`src/hw/port_flow_ctrl_pkg.sv`:
```
// Functional notes
// - Bit 6 enables half-duplex backpressure on port 1 when set.
// - Read-only bit 5 shows current duplex: 0 full, 1 half.
// - Read-only bit 4 shows whether receive pause handling is active now.
// - Read-only bit 3 shows whether transmit pause generation is active now.
// - Bit 2 enables received pause detection when manual or negotiation off.
// - Bit 1 enables pause frame generation when manual or negotiation off.
// - Bit 0 clear: negotiated result used, or bits 1-2 if negotiation off.
// - Bit 0 set: bits 1-2 decide full-duplex pause, ignoring negotiation.
// - Writable bits clear at reset, then take the per-port strap values on the first enabled clock after it.
// - A later strap reload from the loader updates the affected bits.
// - Default status bits follow several straps, not just one.
// - Writes never change the PHY pause advertisement for port 1.
// - Register sits at 1A0h, 32 bits, bits 31:7 reserved read zero.
package port_flow_ctrl_pkg;

  // ----------------------------------------
  // Register map
  // ----------------------------------------
  localparam int ADDR_W = 12;
  localparam int DATA_W = 32;
  localparam logic [ADDR_W-1:0] PORT1_FLOW_CTRL_OFS = 12'h01A0;
  localparam int BIT_BP = 6;
  localparam int BIT_DUP = 5;
  localparam int BIT_RX_ACT = 4;
  localparam int BIT_TX_ACT = 3;
  localparam int BIT_RX_EN = 2;
  localparam int BIT_TX_EN = 1;
  localparam int BIT_MANUAL = 0;
  localparam logic [DATA_W-1:0] RDATA_RESET = 32'h0000_0000;

  // ----------------------------------------
  // Carriers
  // ----------------------------------------
  typedef struct packed {
    logic sel;
    logic wr;
    logic [ADDR_W-1:0] addr;
    logic [DATA_W-1:0] wdata;
  } reg_req_t;

  typedef struct packed {
    logic backpressure;
    logic pause;
    logic manual_sel;
    logic an_en;
    logic half_duplex;
  } strap_t;

  typedef struct packed {
    logic an_half_duplex;
    logic an_rx_pause;
    logic an_tx_pause;
  } an_result_t;

  typedef struct packed {
    logic backpressure_en;
    logic half_duplex;
    logic rx_pause_en;
    logic tx_pause_en;
  } mac_flow_t;

endpackage

```
`src/hw/pause_resolve.sv`:
```
`timescale 1ns/1ps
`default_nettype none
module pause_resolve
  import port_flow_ctrl_pkg::*;
(
  input wire logic manual_sel_i,
  input wire logic rx_en_i,
  input wire logic tx_en_i,
  input wire logic an_en_i,
  input wire logic half_i,
  input wire logic an_rx_i,
  input wire logic an_tx_i,
  output logic rx_act_o,
  output logic tx_act_o
);

  // ----------------------------------------
  // Source selection
  // ----------------------------------------
  wire logic use_bits;
  wire logic rx_sel;
  wire logic tx_sel;

  assign use_bits = manual_sel_i || !an_en_i;
  assign rx_sel = use_bits ? rx_en_i : an_rx_i;
  assign tx_sel = use_bits ? tx_en_i : an_tx_i;
  assign rx_act_o = rx_sel && !half_i;
  assign tx_act_o = tx_sel && !half_i;

endmodule // pause_resolve
`default_nettype wire

```
`src/hw/port_flow_control_select.sv`:
```
`timescale 1ns/1ps
`default_nettype none
module port_flow_control_select
  import port_flow_ctrl_pkg::*;
(
  input wire logic sys_clk_i,
  input wire logic nrst_i,
  input wire logic clk_en_i,
  input wire reg_req_t reg_req_i,
  output logic [DATA_W-1:0] reg_rdata_o,
  output logic reg_rvalid_o,
  input wire strap_t strap_i,
  input wire logic strap_load_i,
  input wire an_result_t an_result_i,
  output mac_flow_t mac_flow_o
);

  // ----------------------------------------
  // State
  // ----------------------------------------
  logic strap_taken_reg;
  strap_t strap_reg;
  strap_t strap_next;
  logic bp_reg;
  logic bp_next;
  logic rx_en_reg;
  logic rx_en_next;
  logic tx_en_reg;
  logic tx_en_next;
  logic manual_reg;
  logic manual_next;
  logic half_reg;
  logic rx_act_reg;
  logic tx_act_reg;
  logic [DATA_W-1:0] rdata_reg;
  logic [DATA_W-1:0] rdata_next;
  logic rvalid_reg;

  // ----------------------------------------
  // Decode
  // ----------------------------------------
  wire logic hit;
  wire logic wr_hit;
  wire logic rd_req;
  wire logic take_strap;
  wire logic half_now;
  wire logic rx_act_now;
  wire logic tx_act_now;
  wire logic [DATA_W-1:0] reg_view;

  assign hit = reg_req_i.sel && (reg_req_i.addr == PORT1_FLOW_CTRL_OFS);
  assign wr_hit = hit && reg_req_i.wr;
  assign rd_req = reg_req_i.sel && !reg_req_i.wr;
  assign take_strap = !strap_taken_reg || strap_load_i;
  assign strap_next = take_strap ? strap_i : strap_reg;

  // Strap load takes priority over a write landing in the same cycle.
  assign bp_next = take_strap ? strap_i.backpressure
                 : wr_hit ? reg_req_i.wdata[BIT_BP] : bp_reg;
  assign rx_en_next = take_strap ? strap_i.pause
                    : wr_hit ? reg_req_i.wdata[BIT_RX_EN] : rx_en_reg;
  assign tx_en_next = take_strap ? strap_i.pause
                    : wr_hit ? reg_req_i.wdata[BIT_TX_EN] : tx_en_reg;
  assign manual_next = take_strap ? strap_i.manual_sel
                     : wr_hit ? reg_req_i.wdata[BIT_MANUAL] : manual_reg;

  // Duplex comes from negotiation when enabled, else from the duplex strap.
  assign half_now = strap_reg.an_en ? an_result_i.an_half_duplex : strap_reg.half_duplex;

  pause_resolve u_resolve (
    .manual_sel_i(manual_reg),
    .rx_en_i(rx_en_reg),
    .tx_en_i(tx_en_reg),
    .an_en_i(strap_reg.an_en),
    .half_i(half_now),
    .an_rx_i(an_result_i.an_rx_pause),
    .an_tx_i(an_result_i.an_tx_pause),
    .rx_act_o(rx_act_now),
    .tx_act_o(tx_act_now)
  );

  // Only local bits are held; nothing here reaches the PHY advertisement.
  assign reg_view = {25'h000_0000, bp_reg, half_reg, rx_act_reg, tx_act_reg,
                     rx_en_reg, tx_en_reg, manual_reg};
  assign rdata_next = hit ? reg_view : RDATA_RESET;

  // ----------------------------------------
  // Strap capture
  // ----------------------------------------
  always_ff @(posedge sys_clk_i or negedge nrst_i) begin
    if (!nrst_i) begin
      strap_taken_reg <= 1'b0;
      strap_reg <= '0;
    end else if (clk_en_i) begin
      strap_taken_reg <= 1'b1;
      strap_reg <= strap_next;
    end
  end

  // ----------------------------------------
  // Control bits
  // ----------------------------------------
  always_ff @(posedge sys_clk_i or negedge nrst_i) begin
    if (!nrst_i) begin
      bp_reg <= 1'b0;
      rx_en_reg <= 1'b0;
      tx_en_reg <= 1'b0;
      manual_reg <= 1'b0;
    end else if (clk_en_i) begin
      bp_reg <= bp_next;
      rx_en_reg <= rx_en_next;
      tx_en_reg <= tx_en_next;
      manual_reg <= manual_next;
    end
  end

  // ----------------------------------------
  // Status bits
  // ----------------------------------------
  always_ff @(posedge sys_clk_i or negedge nrst_i) begin
    if (!nrst_i) begin
      half_reg <= 1'b0;
      rx_act_reg <= 1'b0;
      tx_act_reg <= 1'b0;
    end else if (clk_en_i) begin
      half_reg <= half_now;
      rx_act_reg <= rx_act_now;
      tx_act_reg <= tx_act_now;
    end
  end

  // ----------------------------------------
  // Read port
  // ----------------------------------------
  always_ff @(posedge sys_clk_i or negedge nrst_i) begin
    if (!nrst_i) begin
      rdata_reg <= RDATA_RESET;
      rvalid_reg <= 1'b0;
    end else if (clk_en_i) begin
      rvalid_reg <= rd_req;
      if (rd_req) begin
        rdata_reg <= rdata_next;
      end
    end
  end

  assign reg_rdata_o = rdata_reg;
  assign reg_rvalid_o = rvalid_reg;

  // ----------------------------------------
  // Outputs to the MAC
  // ----------------------------------------
  assign mac_flow_o.backpressure_en = bp_reg;
  assign mac_flow_o.half_duplex = half_reg;
  assign mac_flow_o.rx_pause_en = rx_act_reg;
  assign mac_flow_o.tx_pause_en = tx_act_reg;
endmodule // port_flow_control_select
`default_nettype wire

```
`config.mk`:
```
export PLATFORM = sky130hd
export DESIGN_NAME = port_flow_control_select
export DESIGN_NICKNAME = d
export VERILOG_FILES = /design/src/hw/port_flow_ctrl_pkg.sv /design/src/hw/pause_resolve.sv /design/src/hw/port_flow_control_select.sv
export SDC_FILE = /design/constraint.sdc
export NUM_CORES = 1
export LEC_CHECK = 0
export ABC_CLOCK_PERIOD_IN_PS = 1800
export BUFFER_PORTS_ARGS = -buffer_cell sky130_fd_sc_hd__buf_2
export CAP_MARGIN = 25
export CORE_MARGIN = 2
export CORE_UTILIZATION = 37
export CTS_CLUSTER_DIAMETER = 200
export DETAILED_ROUTE_END_ITERATION = 10
export HOLD_SLACK_MARGIN = 0.12
export PLACE_DENSITY = 0.76
export SLEW_MARGIN = 20
export SYNTH_ARGS = -nofsm -noshare
export SYNTH_HDL_FRONTEND = slang
export SYNTH_SLANG_ARGS = --single-unit
```
`constraint.sdc`:
```
create_clock -name sys_clk_i -period 1.8 [get_ports sys_clk_i]
set_clock_uncertainty 0.2 [all_clocks]
set_input_delay 0.18 -clock sys_clk_i [delete_from_list [all_inputs] [get_ports sys_clk_i]]
set_output_delay 0.18 -clock sys_clk_i [all_outputs]
set_load 0.005 [all_outputs]
```
# Yosys cells after proc, flatten, opt, wreduce, memory -nomap -nowiden

Cells that the tools add are included.

Flip-flop bits (word level): 43
Input bits: 58
Output and inout bits: 37
Word-level logic and storage cells: 40

Equal/unequal tests: 1
Multiplexer cells: 12
Reductions and logical operators: 15

Operators with widths:

| operator                                                          | number |
|---|---|
| 12-bit by 9-bit == test with 1-bit output (second input constant) | 1 |
| 1-bit two-way mux                                                 | 11 |
| 7-bit two-way mux                                                 | 1 |
| 2-bit AND reduction                                               | 3 |
| 1-bit logical AND                                                 | 5 |
| 1-bit logical NOT                                                 | 4 |
| 1-bit logical OR                                                  | 2 |
| 2-bit nonzero test                                                | 1 |

# Longest topological paths before layout

Depth after elaboration: 5
Mapped depth: 4
Gate-level depth less buffers: 4

# Hierarchy

Synthesis repeated with hierarchy kept, for this count alone.

Cell total of the unflattened synthesis: 101
Area total of the unflattened synthesis: 1,074.8 sq um

Modules (own cells, without submodules):

| module                   | times used | cells an instance | area each (sq um) | sequential area each (sq um) |
|---|---|---|---|---|
| port_flow_control_select | 1          | 94                | 1,012.2           | 450.4 |
| pause_resolve            | 1          | 7                 | 62.6              | 0.0 |

# Worst setup path after synthesis

OpenSTA, ideal clock, no wires.

Path kind: input to register
Start: input reg_req_i[38] (netlist name)
End: register bp_reg
Library setup time: 0.125 ns
Arrival time: 1.085 ns
Required time: 1.475 ns
Path slack: 0.390 ns
Stages: 4
Buffers on the path: 0
Cell sequence: and4bb_1 nand4_1 o21ai_2 mux2_2

Cells in the longest elaborated chain, start to end: 5

Ends and longest elaborated chain:

| item                                      | RTL line                        | RTL |
|---|---|---|
| from (decl)                               | port_flow_control_select.sv:9   | `input wire reg_req_t reg_req_i,` |
| 12-bit by 9-bit == test with 1-bit output | port_flow_control_select.sv:51  | `assign hit = reg_req_i.sel && (reg_req_i.addr == PORT1_FLOW_CTRL_OFS);` |
| 1-bit logical AND                         | port_flow_control_select.sv:51  |  |
| 1-bit logical AND                         | port_flow_control_select.sv:52  | `assign wr_hit = hit && reg_req_i.wr;` |
| 2-bit nonzero test (no source line)       | -                               |  |
| 2-bit AND reduction (no source line)      | -                               |  |
| to (signal assigned)                      | port_flow_control_select.sv:110 | `bp_reg <= bp_next;` |
| to (decl)                                 | port_flow_control_select.sv:24  | `logic bp_reg;` |

Every way passes these cells.
A chain may end at the register's enable or synchronous reset.

# Worst setup path after layout

Start: input clk_en_i
End: register rdata_reg[1] (netlist: reg_rdata_o[1])

Cells in the longest elaborated chain, start to end: 1

Ends and longest elaborated chain:

| item                                 | RTL line                        | RTL |
|---|---|---|
| from (decl)                          | port_flow_control_select.sv:8   | `input wire logic clk_en_i,` |
| 2-bit AND reduction (no source line) | -                               |  |
| to (signal assigned)                 | port_flow_control_select.sv:142 | `rdata_reg <= rdata_next;` |
| to (decl)                            | port_flow_control_select.sv:35  | `logic [DATA_W-1:0] rdata_reg;` |

Every way passes these cells.

==> impl_metrics.env <==
export IMPL_status="finished, final reports clean"
export IMPL_synth_top_family_by_area="buffers and inverters"
export IMPL_critPathKind="in -> reg"
export IMPL_die_x_um=56.95
export IMPL_setup_viol=0
export IMPL_crit_fanout=9
export IMPL_synth_fa_ha_area_share_pct=0
export IMPL_cts_sink_count=18
export IMPL_diodes=0
export IMPL_cts_buffer_depth=2
export IMPL_critPathRequiredTime_ns=1.82
export IMPL_synth_compound_area_share_pct=9.168
export IMPL_cts_buffers=3
export IMPL_cts_tree="built"
export IMPL_io_buffers=41
export IMPL_start_util_pct=38.27
export IMPL_viasPerCell=4.432
export IMPL_yosysUniqueCellTypes=24
export IMPL_path_clk_slew_ns=0.11
export IMPL_ant_nets=0
export IMPL_dieArea_sq_um=3243
export IMPL_rsz0062_at_grt="false"
export IMPL_crit_arrival_ns=1.69
export IMPL_areaGrowthSynthToFinish_pct=28.23
export IMPL_nFillCells=269
export IMPL_synthXorXnorAreaFrac_pct=0
export IMPL_place_gp_congestion=0.7566
export IMPL_root_buffer="clkbuf_4"
export IMPL_rows=19
export IMPL_r2r_start="strap_taken_reg"
export IMPL_design_portCount=95
export IMPL_first_global_vias=812
export IMPL_grt_pass1_wl_mm=3.560
export IMPL_wl_mm=2.156
export IMPL_largest_register_ffs=7
export IMPL_first_pass_iters=3
export IMPL_p_leak_nw=0.7047
export IMPL_die_y_um=56.95
export IMPL_fin_crit_ns=1.662
export IMPL_crit_start="clk_en_i"
export IMPL_multiInputGateArea_sq_um=447.9
export IMPL_synth_area_mux_share_pct=9.409
export IMPL_crit_path_end_kind="register"
export IMPL_first_iter_violations=21
export IMPL_synthSimpleGateAreaFrac_pct=15.08
export IMPL_drv_slew=0
export IMPL_hold_violations=0
export IMPL_seqCellArea_sq_um=450.4
export IMPL_tns_ns=0
export IMPL_min_path_type="in -> async"
export IMPL_grt_max_degree=19
export IMPL_synth_seq_area_share_pct=43.43
export IMPL_post_cts_setup_buffers=0
export IMPL_fmax_mhz=601.5
export IMPL_min_period_over_period_pct=92.36
export IMPL_cap_violations=0
export IMPL_nNetsFinal=213
export IMPL_wl_per_cell_um=11.65
export IMPL_drive_above_1_share_pct=35.71
export IMPL_grt_usage_pct=13.80
export IMPL_peakVddDrop_uv=446.2
export IMPL_worstSetupStartpointType="input pin"
export IMPL_syn_avg_cell_area_sq_um=10.27
export IMPL_design_core_area_sq_um=2710
export IMPL_antenna_found_initial=0
export IMPL_synth_warnings=0
export IMPL_insertion_delay_ns=0.28
export IMPL_vias=820
export IMPL_drc=0
export IMPL_power_mw=0.8927
export IMPL_place_hpwl_mm=1.675
export IMPL_syn_area_sq_um=1037
export IMPL_powerDensity_nw_per_um2=671.2
export IMPL_syn_inst=101
export IMPL_h_tree_depth=1
export IMPL_grt_overflow_total=0
export IMPL_synth_seq_cells=18
==> worst max-delay path, cell delays in order <==
cell           delay, ns
dlygate4sd3_1       0.51
buf_2               0.20
nand3b_1            0.34
nor2_4              0.29
a22o_1              0.16
==> final timing paths <==
| path | slack [ns] | to | depth (start not counted) |
|---|---|---|---|
| max | 0.14 | reg_rdata_o[1] | 5 |
| max in group asynchronous | 0.97 | bp_reg | 2 |
| min reg2reg | 0.31 | strap_taken_reg | 1 |
| max reg2reg | 0.31 | bp_reg | 4 |
| min in group sys_clk_i | 0.20 | reg_rdata_o[0] | 5 |
| min | 0.15 | rx_en_reg | 2 |
==> placed cells by master, fill, tap and decap left out <==
cell type	instances
dfrtp_1	18
o21a_1	1
a22o_1	7
buf_2	41
mux2_2	6
o21ai_2	1
clkbuf_4	3
dlygate4sd3_1	14
nor2_4	1
or2_2	1
nor3b_1	1
o22ai_1	2
nand2b_1	1
o21ai_0	1
clkbuf_8	1
nand2_1	14
nor2b_1	3
nor4_1	1
nor3_1	1
nor4b_2	1
conb_1	25
and4bb_1	1
nand3b_1	1
inv_1	3
nand4_1	2
mux2i_1	3
==> layout make-up <==
cell class,instances,share of cell area (%)
repair buffers,55,25.96
multi-input cells,74,33.68
flip-flops and latches,18,33.87
clock buffers,4,2.728
inverters,3,0.8467
well taps,31,2.916
==> metal layers <==
layer / track usage (%) / share of wire, % / vias to the layer above / routed length [um]
li1: - / - / 396 / -
met1: 16.43 / 40 / 386 / 857
met2: 25.12 / 52 / 36 / 1130
met3: 2.268 / 6.8 / 2 / 146
met4: 4.651 / 0.97 / 0 / 21
met5: 0 / 0 / - / 0
==> cells in the mapped netlist <==
| cell type | instances | share of area [%] |
|---|---|---|
| nor4b_2 | 1 | 1.4 |
| nor3_1 | 1 | 0.48 |
| nand3b_1 | 1 | 0.72 |
| nand4_1 | 2 | 1.2 |
| mux2i_1 | 3 | 2.9 |
| conb_1 | 1 | 0.36 |
| buf_2 | 1 | 0.48 |
| o21a_1 | 1 | 0.72 |
| dfrtp_1 | 18 | 43 |
| o22ai_1 | 2 | 1.2 |
| mux2_2 | 6 | 6.5 |
| a22o_1 | 7 | 5.9 |
| o21ai_0 | 1 | 0.48 |
| and4bb_1 | 1 | 1.2 |
| nor2_2 | 1 | 0.60 |
| nand2_1 | 14 | 5.1 |
| nor4_1 | 1 | 0.60 |
| or2_2 | 1 | 0.60 |
| o21ai_2 | 1 | 0.84 |
| nand2b_1 | 1 | 0.60 |
| buf_4 | 29 | 21 |
| nor3b_1 | 1 | 0.72 |
| nor2b_1 | 3 | 1.8 |
| inv_1 | 3 | 1.1 |
==> report_power, final <==
group | switching (mW) | total, mW | internal [mW] | leakage [nW]
clock | 0.121 | 0.244 | 0.123 | 0.0210
combinational | 0.0814 | 0.181 | 0.0992 | 0.455
sequential | 0.0276 | 0.468 | 0.440 | 0.229
==> through the flow <==
| step | worst slack, ns | hold WS (ns) | utilization, % | cells | cell area [sq um] |
|---|---|---|---|---|---|
| finish | 0.1376 | 0.1485 | 49.08 | 185 | 1330 |
| global route | 0.05695 | 0.1752 | 49.08 | 185 | 1330 |
| CTS | 0.07566 | 0.1498 | 48.89 | 185 | 1325 |
| detailed placement | 0.1921 | -0.07218 | 42.38 | 167 | 1149 |
| global placement | 0.2098 | -0.08083 | 42.38 | 167 | 1149 |
| floorplan | 0.3900 | -0.3156 | - | 125 | 1127 |
==> cells by family after synthesis <==
logic type / count (synthesis)
buffers and inverters: 33
and+or+nand+nor: 28
DFF: 18
AOI/OAI and AO/OA: 12
muxes: 9
other: 1
==> timing repair <==
action / 4_1_cts / 5_1_grt
hold buffers: 14 / 0
resized for setup: 0 / 1
hold endpoints to repair: 29 / 0
endpoints found under the setup margin: 0 / 3
No activity file was read; power rests on OpenSTA's default activity.
